### src/verilog/ladc_defs.svh
// Constants of the analog dimming and calibration block.
// Assumes a 50 MHz clock and a 32-bit classic Wishbone slave port.
`ifndef LADC_DEFS_SVH
`define LADC_DEFS_SVH
`define LADC_ADR_CTRL0 8'h00
`define LADC_ADR_CTRL1 8'h04
`define LADC_ADR_CAL0 8'h08
`define LADC_ADR_CAL1 8'h0C
`define LADC_ADR_STAT 8'h10
`define LADC_ADR_IRQ_STAT 8'h14
`define LADC_ADR_IRQ_MASK 8'h18
`define LADC_BIT_REF_SEL 8
`define LADC_BIT_PWM 9
`define LADC_BIT_CAL_EN 10
`define LADC_BIT_CAL_START 11
`define LADC_CTRL_RST 12'h000
`define LADC_CAL_RST 8'h00
`define LADC_IRQ_RST 4'h0
`define LADC_CAL_TIME_US 200
`define LADC_CLK_MHZ 50
`endif

### src/verilog/ladc_pkg.sv
// Types shared by the dimming block and its channel module.
// Assumes the constants header is included where offsets are needed.
package ladc_pkg;
    typedef enum logic [1:0] {
        ST_STOP = 2'b00,
        ST_SOFT = 2'b01,
        ST_RUN = 2'b10
    } ladc_state_e;
    typedef struct packed {
        logic [7:0] level;
        logic ref_ext;
        logic pwm_bit;
        logic cal_en;
    } ladc_cfg_s;
    typedef struct packed {
        logic pulse_in;
        logic ext_low;
        logic ext_high;
        logic over_range;
        logic ss_released;
        logic [7:0] cal_measured;
    } ladc_pins_s;
    typedef struct packed {
        logic switch_en;
        logic gate_en;
        logic ref_ext;
        logic soft_start;
        logic fccm;
        logic stretch;
        logic cal_run;
        logic cal_done;
        logic [7:0] dac_level;
        logic [7:0] cal_offset;
    } ladc_out_s;
endpackage

### src/verilog/ladc_channel.sv
// One channel: start/stop sequencing, reference routing and calibration.
// Assumes comparator flags on pins are already synchronous to i_clk.
module ladc_channel #(
    parameter int CAL_CYCLES = 10000
) (
    input wire logic i_clk,
    input wire logic i_rst,
    input wire ladc_pkg::ladc_cfg_s i_cfg,
    input wire logic i_cal_start,
    input wire logic [7:0] i_cal_wr_value,
    input wire logic i_fallback,
    input wire logic i_enable_uv,
    input wire ladc_pkg::ladc_pins_s i_pins,
    output ladc_pkg::ladc_out_s o_out,
    output logic o_stop_evt,
    output logic o_done_evt
);
    localparam int CW = $clog2(CAL_CYCLES + 1);
    ladc_pkg::ladc_state_e state_reg, state_next;
    ladc_pkg::ladc_out_s out_reg, out_next;
    logic [CW-1:0] cnt_reg, cnt_next;
    logic [7:0] result_reg, result_next;
    logic stop_reg, stop_next, done_evt_reg, done_evt_next;
    logic use_ext, zero_req, restart_ok, gate, active, accept;

    always_comb begin
        // fallback forces the external pin as reference.
        use_ext = i_fallback | i_cfg.ref_ext;
        // external low stop and high restart
        zero_req = use_ext ? i_pins.ext_low : (i_cfg.level == 8'h00);
        restart_ok = use_ext ? i_pins.ext_high : (i_cfg.level != 8'h00);
        gate = i_fallback ? (i_pins.pulse_in & i_enable_uv)
                          : (i_pins.pulse_in | i_cfg.pwm_bit);
        state_next = state_reg;
        unique case (state_reg)
            ladc_pkg::ST_STOP: if (restart_ok && !zero_req) begin
                state_next = ladc_pkg::ST_SOFT;
            end
            ladc_pkg::ST_SOFT: if (zero_req) begin
                state_next = ladc_pkg::ST_STOP;
            end else if (i_pins.ss_released) begin
                state_next = ladc_pkg::ST_RUN;
            end
            ladc_pkg::ST_RUN: if (zero_req) begin
                state_next = ladc_pkg::ST_STOP;
            end
            default: state_next = ladc_pkg::ST_STOP;
        endcase
        active = state_next != ladc_pkg::ST_STOP;
        stop_next = !active && state_reg != ladc_pkg::ST_STOP;
        accept = i_cal_start & i_cfg.cal_en & !out_reg.cal_run;
        out_next = out_reg;
        cnt_next = cnt_reg;
        result_next = result_reg;
        done_evt_next = 1'b0;
        if (accept) begin
            // routine runs for the set time
            out_next.cal_run = 1'b1;
            cnt_next = CW'(CAL_CYCLES - 1);
            out_next.cal_done = 1'b0;
        end else if (out_reg.cal_run) begin
            if (!i_cfg.cal_en) begin
                out_next.cal_run = 1'b0;
            end else if (cnt_reg == '0) begin
                out_next.cal_run = 1'b0;
                out_next.cal_done = 1'b1;
                done_evt_next = 1'b1;
                result_next = i_pins.cal_measured;
            end else begin
                cnt_next = cnt_reg - CW'(1);
            end
        end
        out_next.cal_offset = i_cfg.cal_en ? result_next : i_cal_wr_value;
        out_next.ref_ext = use_ext;
        // register level drives the internal reference
        out_next.dac_level = i_cfg.level;
        out_next.gate_en = gate;
        out_next.switch_en = active & gate;
        out_next.soft_start = state_next == ladc_pkg::ST_SOFT;
        out_next.fccm = active & (!(use_ext & i_pins.over_range)
                                  | i_pins.ss_released);
        out_next.stretch = active & use_ext & i_pins.over_range
                           & !i_pins.ss_released;
    end

    always_ff @(posedge i_clk) begin
        if (i_rst) begin
            state_reg <= ladc_pkg::ST_STOP;
            out_reg <= '0;
            cnt_reg <= '0;
            result_reg <= 8'h00;
            stop_reg <= 1'b0;
            done_evt_reg <= 1'b0;
        end else begin
            state_reg <= state_next;
            out_reg <= out_next;
            cnt_reg <= cnt_next;
            result_reg <= result_next;
            stop_reg <= stop_next;
            done_evt_reg <= done_evt_next;
        end
    end

    assign o_out = out_reg;
    assign o_stop_evt = stop_reg;
    assign o_done_evt = done_evt_reg;
endmodule // ladc_channel

### src/verilog/ladc_top.sv
// Two-channel analog dimming control with a Wishbone register port.
// Assumes synchronous pins and a classic single-cycle Wishbone master.
`include "ladc_defs.svh"
module ladc_top #(
    parameter int CAL_CYCLES = `LADC_CAL_TIME_US * `LADC_CLK_MHZ
) (
    input wire logic i_clk,
    input wire logic i_rst,
    input wire logic i_wb_cyc,
    input wire logic i_wb_stb,
    input wire logic i_wb_we,
    input wire logic [7:0] i_wb_adr,
    input wire logic [31:0] i_wb_dat,
    input wire logic [3:0] i_wb_sel,
    output logic [31:0] o_wb_dat,
    output logic o_wb_ack,
    input wire logic i_fallback_request_pin,
    input wire logic i_enable_undervoltage_pin,
    input wire ladc_pkg::ladc_pins_s [1:0] i_chan_pins,
    output ladc_pkg::ladc_out_s [1:0] o_chan,
    output logic o_fallback,
    output logic o_irq
);
    // ----------------------------------------------------------------
    // Register state
    // ----------------------------------------------------------------
    logic [11:0] ctrl_reg [2];
    logic [11:0] ctrl_next [2];
    logic [7:0] calw_reg [2];
    logic [7:0] calw_next [2];
    logic [1:0] start_reg, start_next;
    logic [3:0] irq_stat_reg, irq_stat_next;
    logic [3:0] irq_mask_reg, irq_mask_next;
    logic ack_reg, ack_next;
    logic [31:0] rdat_reg, rdat_next;
    logic irq_reg, irq_next;
    logic fb_reg, fb_next;
    logic req, wr;
    wire logic [1:0] stop_evt, done_evt;
    wire ladc_pkg::ladc_cfg_s [1:0] cfg;
    wire ladc_pkg::ladc_out_s [1:0] chan_out;

    assign req = i_wb_cyc & i_wb_stb & !ack_reg;
    assign wr = req & i_wb_we;

    // ----------------------------------------------------------------
    // Bus slave and registers
    // ----------------------------------------------------------------
    always_comb begin
        ack_next = req;
        rdat_next = 32'h0000_0000;
        start_next = 2'b00;
        irq_mask_next = irq_mask_reg;
        // Set wins over clear: pending events are ORed after the clear.
        irq_stat_next = irq_stat_reg;
        for (int c = 0; c < 2; c++) begin
            ctrl_next[c] = ctrl_reg[c];
            calw_next[c] = calw_reg[c];
        end
        if (req) begin
            unique case (i_wb_adr)
                `LADC_ADR_CTRL0, `LADC_ADR_CTRL1: begin
                    for (int c = 0; c < 2; c++) begin
                        if (i_wb_adr[2] == c[0]) begin
                            rdat_next = {20'h00000, 1'b0, ctrl_reg[c][10:0]};
                            if (wr && i_wb_sel[0]) begin
                                ctrl_next[c][7:0] = i_wb_dat[7:0];
                            end
                            if (wr && i_wb_sel[1]) begin
                                ctrl_next[c][10:8] = i_wb_dat[10:8];
                                start_next[c] =
                                    i_wb_dat[`LADC_BIT_CAL_START];
                            end
                        end
                    end
                end
                `LADC_ADR_CAL0, `LADC_ADR_CAL1: begin
                    for (int c = 0; c < 2; c++) begin
                        if (i_wb_adr[2] == c[0]) begin
                            // read shows the value in use
                            rdat_next = {24'h000000, chan_out[c].cal_offset};
                            if (wr && i_wb_sel[0]) begin
                                calw_next[c] = i_wb_dat[7:0];
                            end
                        end
                    end
                end
                `LADC_ADR_STAT: begin
                    rdat_next = {16'h0000,
                                 3'b000, fb_reg,
                                 chan_out[1].cal_done, chan_out[1].cal_run,
                                 chan_out[1].soft_start,
                                 chan_out[1].switch_en,
                                 4'h0,
                                 chan_out[0].cal_done, chan_out[0].cal_run,
                                 chan_out[0].soft_start,
                                 chan_out[0].switch_en};
                end
                `LADC_ADR_IRQ_STAT: begin
                    rdat_next = {28'h0000000, irq_stat_reg};
                    if (wr && i_wb_sel[0]) begin
                        irq_stat_next = irq_stat_reg & ~i_wb_dat[3:0];
                    end
                end
                `LADC_ADR_IRQ_MASK: begin
                    rdat_next = {28'h0000000, irq_mask_reg};
                    if (wr && i_wb_sel[0]) begin
                        irq_mask_next = i_wb_dat[3:0];
                    end
                end
                default: rdat_next = 32'h0000_0000;
            endcase
        end
        irq_stat_next = irq_stat_next | {stop_evt[1], done_evt[1],
                                         stop_evt[0], done_evt[0]};
        irq_next = |(irq_stat_next & irq_mask_next);
        // fallback state follows the request pin
        fb_next = i_fallback_request_pin;
    end

    always_ff @(posedge i_clk) begin
        if (i_rst) begin
            for (int c = 0; c < 2; c++) begin
                ctrl_reg[c] <= `LADC_CTRL_RST;
                calw_reg[c] <= `LADC_CAL_RST;
            end
            start_reg <= 2'b00;
            irq_stat_reg <= `LADC_IRQ_RST;
            irq_mask_reg <= `LADC_IRQ_RST;
            ack_reg <= 1'b0;
            rdat_reg <= 32'h0000_0000;
            irq_reg <= 1'b0;
            fb_reg <= 1'b0;
        end else begin
            for (int c = 0; c < 2; c++) begin
                ctrl_reg[c] <= ctrl_next[c];
                calw_reg[c] <= calw_next[c];
            end
            start_reg <= start_next;
            irq_stat_reg <= irq_stat_next;
            irq_mask_reg <= irq_mask_next;
            ack_reg <= ack_next;
            rdat_reg <= rdat_next;
            irq_reg <= irq_next;
            fb_reg <= fb_next;
        end
    end

    assign o_wb_ack = ack_reg;
    assign o_wb_dat = rdat_reg;
    assign o_irq = irq_reg;
    assign o_fallback = fb_reg;
    assign o_chan = chan_out;

    // ----------------------------------------------------------------
    // Channels
    // ----------------------------------------------------------------
    // The start strobe is a one-cycle pulse; a start written while the
    // routine runs is dropped rather than queued.
    for (genvar g = 0; g < 2; g++) begin : g_ch
        assign cfg[g].level = ctrl_reg[g][7:0];
        assign cfg[g].ref_ext = ctrl_reg[g][`LADC_BIT_REF_SEL];
        assign cfg[g].pwm_bit = ctrl_reg[g][`LADC_BIT_PWM];
        assign cfg[g].cal_en = ctrl_reg[g][`LADC_BIT_CAL_EN];

        ladc_channel #(
            .CAL_CYCLES(CAL_CYCLES)
        ) u_ch (
            .i_clk(i_clk),
            .i_rst(i_rst),
            .i_cfg(cfg[g]),
            .i_cal_start(start_reg[g]),
            .i_cal_wr_value(calw_reg[g]),
            .i_fallback(fb_reg),
            .i_enable_uv(i_enable_undervoltage_pin),
            .i_pins(i_chan_pins[g]),
            .o_out(chan_out[g]),
            .o_stop_evt(stop_evt[g]),
            .o_done_evt(done_evt[g])
        );
        // ------------------------------------------------------------
        // Checks
        // ------------------------------------------------------------
        logic [31:0] run_len;
        always_ff @(posedge i_clk) begin
            if (i_rst || !chan_out[g].cal_run) begin
                run_len <= 32'h0000_0000;
            end else begin
                run_len <= run_len + 32'h0000_0001;
            end
        end

        ref_route_a: assert property (@(posedge i_clk) disable iff (i_rst)
            ##1 chan_out[g].ref_ext == $past(fb_reg | cfg[g].ref_ext))
            else $error("reference source routing wrong");
        level_copy_a: assert property (@(posedge i_clk) disable iff (i_rst)
            ##1 chan_out[g].dac_level == $past(cfg[g].level))
            else $error("dimming level not copied");
        zero_stop_a: assert property (@(posedge i_clk) disable iff (i_rst)
            (!fb_reg && !cfg[g].ref_ext && cfg[g].level == 8'h00)
            |=> !chan_out[g].switch_en)
            else $error("switching at zero level");
        fb_gate_a: assert property (@(posedge i_clk) disable iff (i_rst)
            (fb_reg && !(i_chan_pins[g].pulse_in
                         && i_enable_undervoltage_pin))
            |=> !chan_out[g].gate_en)
            else $error("fallback gate without both pins");
        ext_low_a: assert property (@(posedge i_clk) disable iff (i_rst)
            ((fb_reg || cfg[g].ref_ext) && i_chan_pins[g].ext_low)
            |=> !chan_out[g].switch_en && !chan_out[g].soft_start)
            else $error("switching with low external reference");
        // stretch and forced mode are exclusive
        stretch_fccm_a: assert property (@(posedge i_clk) disable iff (i_rst)
            !(chan_out[g].stretch && chan_out[g].fccm))
            else $error("stretch overlaps forced continuous mode");
        // routine length
        // The run is counted in helper logic; a plain delay this long
        // would be far too costly for the tools.
        cal_len_a: assert property (@(posedge i_clk) disable iff (i_rst)
            done_evt[g] |-> run_len == CAL_CYCLES)
            else $error("calibration length wrong");
        done_set_a: assert property (@(posedge i_clk) disable iff (i_rst)
            done_evt[g] |-> chan_out[g].cal_done && !chan_out[g].cal_run)
            else $error("done flag missing on completion");
        start_inhib_a: assert property (@(posedge i_clk) disable iff (i_rst)
            (start_reg[g] && !cfg[g].cal_en && !chan_out[g].cal_run)
            |=> !chan_out[g].cal_run)
            else $error("calibration started while disabled");
        gate_or_a: assert property (@(posedge i_clk) disable iff (i_rst)
            (!fb_reg && (i_chan_pins[g].pulse_in || cfg[g].pwm_bit))
            |=> chan_out[g].gate_en)
            else $error("gate not enabled by dimming source");
        done_clr_a: assert property (@(posedge i_clk) disable iff (i_rst)
            (start_reg[g] && cfg[g].cal_en && !chan_out[g].cal_run)
            |=> chan_out[g].cal_run && !chan_out[g].cal_done)
            else $error("done flag not cleared on start");
        fb_ext_a: assert property (@(posedge i_clk) disable iff (i_rst)
            fb_reg |=> chan_out[g].ref_ext)
            else $error("fallback without external reference");
        fccm_hold_a: assert property (@(posedge i_clk) disable iff (i_rst)
            ((fb_reg || cfg[g].ref_ext) && i_chan_pins[g].over_range
             && !i_chan_pins[g].ss_released)
            |=> !chan_out[g].fccm)
            else $error("forced mode before soft-start release");
        offs_wr_a: assert property (@(posedge i_clk) disable iff (i_rst)
            !cfg[g].cal_en |=> chan_out[g].cal_offset == $past(calw_reg[g]))
            else $error("written offset not in use");
    end

    fb_follow_a: assert property (@(posedge i_clk) disable iff (i_rst)
        ##1 o_fallback == $past(i_fallback_request_pin))
        else $error("fallback state not following pin");
endmodule // ladc_top

### config.mk
export PLATFORM = sky130hd
export DESIGN_NAME = ladc_top
export DESIGN_NICKNAME = d
export VERILOG_FILES = /design/src/verilog/ladc_pkg.sv /design/src/verilog/ladc_channel.sv /design/src/verilog/ladc_top.sv
export VERILOG_INCLUDE_DIRS = /design/src /design/src/verilog
export SDC_FILE = /design/constraint.sdc
export NUM_CORES = 1
export LEC_CHECK = 0
export ABC_AREA = 1
export BUFFER_PORTS_ARGS = -buffer_cell sky130_fd_sc_hd__buf_2
export CAP_MARGIN = 10
export CORE_ASPECT_RATIO = 0.6
export CORE_MARGIN = 3
export CORE_UTILIZATION = 50
export DETAILED_ROUTE_END_ITERATION = 10
export GPL_TIMING_DRIVEN = 1
export PLACE_DENSITY_LB_ADDON = 0.15
export REMOVE_ABC_BUFFERS = 1
export SETUP_SLACK_MARGIN = 0.4
export SLEW_MARGIN = 10
export SYNTH_ARGS = -nofsm -noshare
export SYNTH_HDL_FRONTEND = slang
export SYNTH_HIERARCHICAL = 1
export SYNTH_SLANG_ARGS = --single-unit
### constraint.sdc
create_clock -name i_clk -period 3.32 [get_ports i_clk]
set_input_delay 0.664 -clock i_clk [delete_from_list [all_inputs] [get_ports i_clk]]
set_output_delay 0.664 -clock i_clk [all_outputs]
set_load 0.1 [all_outputs]
# Word level (Yosys, flattened, before mapping)
# Memories as Yosys holds them, arrays and structs flattened.
# Index checks and enable logic that the tools add are counted.
[totals]
register_bits = 145
latch_bits = 0
ram_bits = 40
mem_bits_ro = 0
in_bits = 77
memories = 2
[classes]
n_addsub = 2
n_mul = 0
n_div = 0
order_cmp = 0
eq_ne = 14
shifts = 0
mux = 79
bitwise_logic = 44
reduce_logical = 50
[memory_table]
columns = ["memory", "words", "width", "rd", "rd_ports_with_merged_regs", "write_ports", "line_no", "text"]
rows = [
  ["ctrl_reg", 2, 12, 2, 0, 2, "ladc_top.sv:27", "logic [11:0] ctrl_reg [2];"],
  ["calw_reg", 2, 8, 2, 0, 2, "ladc_top.sv:29", "logic [7:0] calw_reg [2];"],
]
[ops]
columns = ["operator", "count"]
rows = [
  ["32-bit case mux with 5 select lines", 1],
  ["8-bit 2-to-1 mux", 19],
  ["14-bit 2-to-1 mux", 8],
  ["11-bit 2-to-1 mux", 7],
  ["16-bit 2-to-1 mux", 2],
  ["14-bit logical NOT", 2],
  ["2-bit 2-to-1 mux", 14],
  ["14-bit by 1-bit subtractor with 14-bit output (second input constant)", 2],
  ["8-bit by 5-bit equality test with 1-bit output (second input constant)", 3],
  ["8-bit logical NOT", 3],
  ["12-bit 2-to-1 mux", 2],
  ["4-bit 2-to-1 mux", 6],
  ["1-bit bitwise AND", 21],
  ["4-bit OR reduction", 5],
  ["3-bit AND reduction", 6],
  ["8-bit by 4-bit equality test with 1-bit output (second input constant)", 2],
  ["1-bit 2-to-1 mux", 16],
  ["2-bit nonzero test", 8],
  ["8-bit nonzero test", 2],
  ["2-bit case mux with 3 select lines", 2],
  ["1-bit logical NOT", 11],
  ["1-bit bitwise OR", 10],
  ["2-bit OR reduction", 5],
  ["1-bit NOT", 9],
  ["other kinds (10)", 23],
]

# Logic depth before layout (Yosys ltp)
# An unclocked memory read counts as a cell.
[depth]
word_depth = 11
depth_mapped = 12
mapped_depth_nobuf = 12

# By module
# Netlist, hierarchy kept.
[by_module_without_submodules]
columns = ["module", "n_inst", "cells_each", "area_each_um2", "seq_area_each_um2"]
rows = [
  ["ladc_top", 1, 415, 2990.4, 1281.2],
  ["ladc_channel at g_ch[0].u_ch", 1, 306, 2210.9, 1001.0],
  ["ladc_channel at g_ch[1].u_ch", 1, 308, 2148.3, 1001.0],
]

# Worst setup path after synthesis
# Ideal clock, no wire load.
[synth_timing]
path_kind = "register -> register"
startpoint = "register g_ch[1].u_ch.out_reg, in the netlist g_ch[1].u_ch/o_out[17]"
endpoint = "register g_ch[1].u_ch.cnt_reg[10]"
setup_ns = 0.111
arrival_ns = 1.959
required_time_ns = 3.209
slack_ns = 1.250
stages_incl_launch_ff = 9
synth_period_minus_slack_ns = 2.070
path_cell_list = "dfxtp_1 -> nand2_1 -> inv_1 -> buf_2 -> nand3_1 -> nand2_1 -> nand3_1 -> nand2_1 -> inv_1"
[synth_between]
elab_chain_len = 4
[synth_rtl]
columns = ["item", "line_no", "text"]
rows = [
  ["start: declaration", "ladc_channel.sv:20", "ladc_pkg::ladc_out_s out_reg, out_next;"],
  ["start signal: assignment", "ladc_channel.sv:96", "out_reg <= out_next;"],
  ["1-bit logical NOT", "ladc_channel.sv:51", "accept = i_cal_start & i_cfg.cal_en & !out_reg.cal_run;"],
  ["1-bit bitwise AND", "ladc_channel.sv:51", ""],
  ["2-bit by 1-bit != test with 1-bit output (no line) / 2-bit nonzero test (equally long branches)", "--", ""],
  ["3-bit AND reduction (no line)", "--", ""],
  ["end signal: assignment", "ladc_channel.sv:97", "cnt_reg <= cnt_next;"],
  ["end: declaration", "ladc_channel.sv:21", "logic [CW-1:0] cnt_reg, cnt_next;"],
]
# Parallel ways exist; a longest one is shown, timed or not.
# A chain may end at the register's enable or synchronous reset.

# Worst setup path in the final report
[layout_timing]
startpoint = "register fb_reg, in the netlist o_fallback"
endpoint = "output o_fallback"
[layout_lines]
columns = ["item", "line_no", "text"]
rows = [
  ["start: declaration", "ladc_top.sv:37", "logic fb_reg, fb_next;"],
  ["start signal: assignment", "ladc_top.sv:145", "fb_reg <= fb_next;"],
  ["end: declaration", "ladc_top.sv:21", "output logic o_fallback,"],
]
# No word-level cell between the ends.

==> impl_results.md <==
* Status: finished, final reports clean
* Reg clk slew, reported paths at 70 ps
* Mean post-synth cell area at 7.14 um^2
* Max-slew violations at 0
* Max Clk Rate at 477 MHz
* Number of buffers added on ports at 118
* Layout cells sized above 1 at 18.1%
* Slowest CP cell: dfxtp_1
* Worst Path Max Fanout at 8
* WP buf/inv at 1
* Yosys cell types at 45
* Die H at 99.9 um
* Placed insts at 1312
* FF-to-FF Start: o_wb_ack
* Drt wl/cell at 14.1 um
* Worst stage delay on the critical path at 510 ps
* Leakage at 4.06 nW
* Num Clock Sinks at 164
* Most common cell after layout, fill and taps aside: nand2_1
* Gate Count Post-Synth at 1029
* Via density at 4.99
* P per Cell Area at 507 nW/um^2
* Clock Skew at 7.64 ps
* Post-Layout Cell Count at 1344
* Synth warn at 6
* Final Hold Vio Count at 0
* H-tree depth at 4
* Reg area at 3280 um^2
* First-pass GRT wire length at 30.2 mm
* Largest family of logic cells by synthesized area: simple AND/OR/NAND/NOR gates
* RePlAce Congestion at 0.855
* Yosys reg bits at 164
* Post-synthesis mux area share at 0%
* Remaining DRCs at 0
* Vias in the first global route at 5953
* # diodes at 0
* FFs w/ async S/R, synth at 0%
* Cts bufs inserted at 17
* Clk root buf: clkbuf_16
* Min cycle time layout at 2100 ps
* Detailed Route Iter0 Violations at 573
* Post-synth EDFFs at 0
* CP startpoint: o_fallback
* Critical path start-end classification: register to primary output
* # rows at 33
* Slew @ Worst Pin at 1000 ps
* Post-Syn Area at 7350 um^2
* CP arrival at 1430 ps
* Reg power frac at 45.6%
* Initial antenna violation count at 0
* Largest register FFs at 48
* # fillers at 1327
* Area growth from synthesis to layout at 16.7%
* Pin count of the biggest net entering global routing at 39
* Adder-cell area share of the yosys netlist at 0.511%
* Io pins at 160
* Multi-input logic area at 3170 um^2
* Metal-1 WL at 9.64 mm
* Clk_lat worst skew at 420 ps
* Worst vdd ir at 0.362 mV
* Post-CTS Setup Inserts at 0
* Final setup viols at 0
* Post-route ant nets at 0
* Fin nets at 1219
* Final Cycle Share at 63.2%
* Top delay family on crit path: flip-flops
* Compound-cell area share of the yosys netlist at 12.2%
* Worst Path Required at 2660 ps
* CP endpoint kind: primary output
* PostCTS Resize Cnt at 0
* Fin worst setup slack at 1220 ps
* Hold wc startpoint: i_fallback_request_pin
* Sequence of cells on the critical path: buf_2
* # hold bufs at CTS at 0
* Die width at 163 um
* Initial Util at 52.5%
* Fraction of the mapped netlist area in simple logic gates at 28.8%
* Internal power at 3.24 mW
* Routed wl met2 at 7.35 mm
* Top Metal Used: met4
* CTS tree: built
* RSZ-0062 raised after global routing: no
* Core ar. at 14000 um^2
* Most frequent cells in the layout: nand2_1, dfxtp_1, inv_1, nor2_1, buf_2
* Maxcap violations at 0
* Startpoint Class: register
* Comb pwr share at 7.0%
* Net Sw Power at 1.10 mW
* XOR/XNOR Fraction of Synth Area at 0.715%
* Net Sw Frac at 25.4%
* Vias at 6707
* Post-DP HPWL at 13.9 mm
* Ys flop type: dfxtp_1
* CTS Buffer Depth at 2
* Setup TNS Final at 0 ps
* Final Util at 61.3%
* Grt ovf at 0
* First-pass DRT Iterations at 5
* Dpl ws at 902 ps
* GRT Overall Usage at 23.3%
* WL final at 18.9 mm
* Metal3 WL at 1.77 mm
* Post-synthesis sequential area ratio at 44.7%
* Clock share of power at 47.5%
* Hold Path Class: input pin to register
* DIE AREA at 16200 um^2
* Slew margin rel. at 33.1%
## through the flow
stage | hold slack [ps] | cell area [um^2] | total power, mW
finish | 443 | 8580 | 4.35
global route | 447 | 8580 | 4.46
CTS | 437 | 8580 | 4.36
detailed placement | 439 | 7960 | 2.32
global placement | 436 | 7960 | 2.32
floorplan | 416 | 7090 | 2.23
## worst paths after layout
kind,endpoint,slack [ps],cells past startpoint
worst min register to register,calw_reg[0][1],450,2
worst max register to register,ctrl_reg[0][3],1330,5
worst min-delay path,o_fallback,440,3
worst max-delay path,o_fallback,1220,1
## synth_stat cells (3+ instances only)
master | instances | area [um^2]
a21oi_1 | 79 | 395
buf_2 | 9 | 45.0
buf_4 | 19 | 143
buf_6 | 4 | 45.0
clkbuf_1 | 15 | 56.3
dfxtp_1 | 164 | 3280
ha_1 | 3 | 37.5
inv_1 | 156 | 586
inv_2 | 8 | 30.0
nand2_1 | 209 | 785
nand2_2 | 14 | 87.6
nand2_4 | 3 | 33.8
nand3_1 | 52 | 260
nand3b_1 | 3 | 22.5
nand4_1 | 20 | 125
nor2_1 | 143 | 537
nor2_2 | 8 | 50.1
nor3_1 | 5 | 25.0
o211ai_1 | 10 | 75.1
o21ai_0 | 39 | 195
o21ai_1 | 19 | 95.1
o2bb2ai_1 | 4 | 35.0
or2_2 | 4 | 25.0
xor2_1 | 6 | 52.6
## routing by layer
metal,up-vias,track usage (%)
met3,21,5.48
met4,0,5.64
met2,269,32.0
li1,3416,-
met1,3001,36.3
met5,-,0
## power by group through the flow
stage               clock network [mW]  logic [mW]  registers (mW)
floorplan                            0       0.155            2.07
global placement                     0       0.296            2.03
detailed placement                   0       0.298            2.03
CTS                               2.08       0.299            1.98
global route                      2.16       0.321            1.98
finish                            2.06       0.302            1.98
## cell families after synthesis
group,count (synthesis)
buffers and inverters,218
other,1
adder cells (fa/ha/maj),3
flip-flops,164
AND/OR/NAND/NOR,473
AO/OA/AOI/OAI,164
XOR/XNOR,6
## worst reg2reg max path: stages (launching register included)
cell and delay [ps]:
dfxtp_1 330, nand3b_1 310, nor2_1 380, nand3_1 470, o21ai_0 310, a21oi_1 70
## final cells by class
class	instances	area share, %
Clock inverter	14	2.06
Multi-Input combinational cell	665	37.0
Clock buffer	18	5.12
Timing Repair Buffer	124	7.41
Sequential cell	164	38.3
Tap cell	192	2.80
Inverter	167	7.37
(Power assumes the default switching activity.)
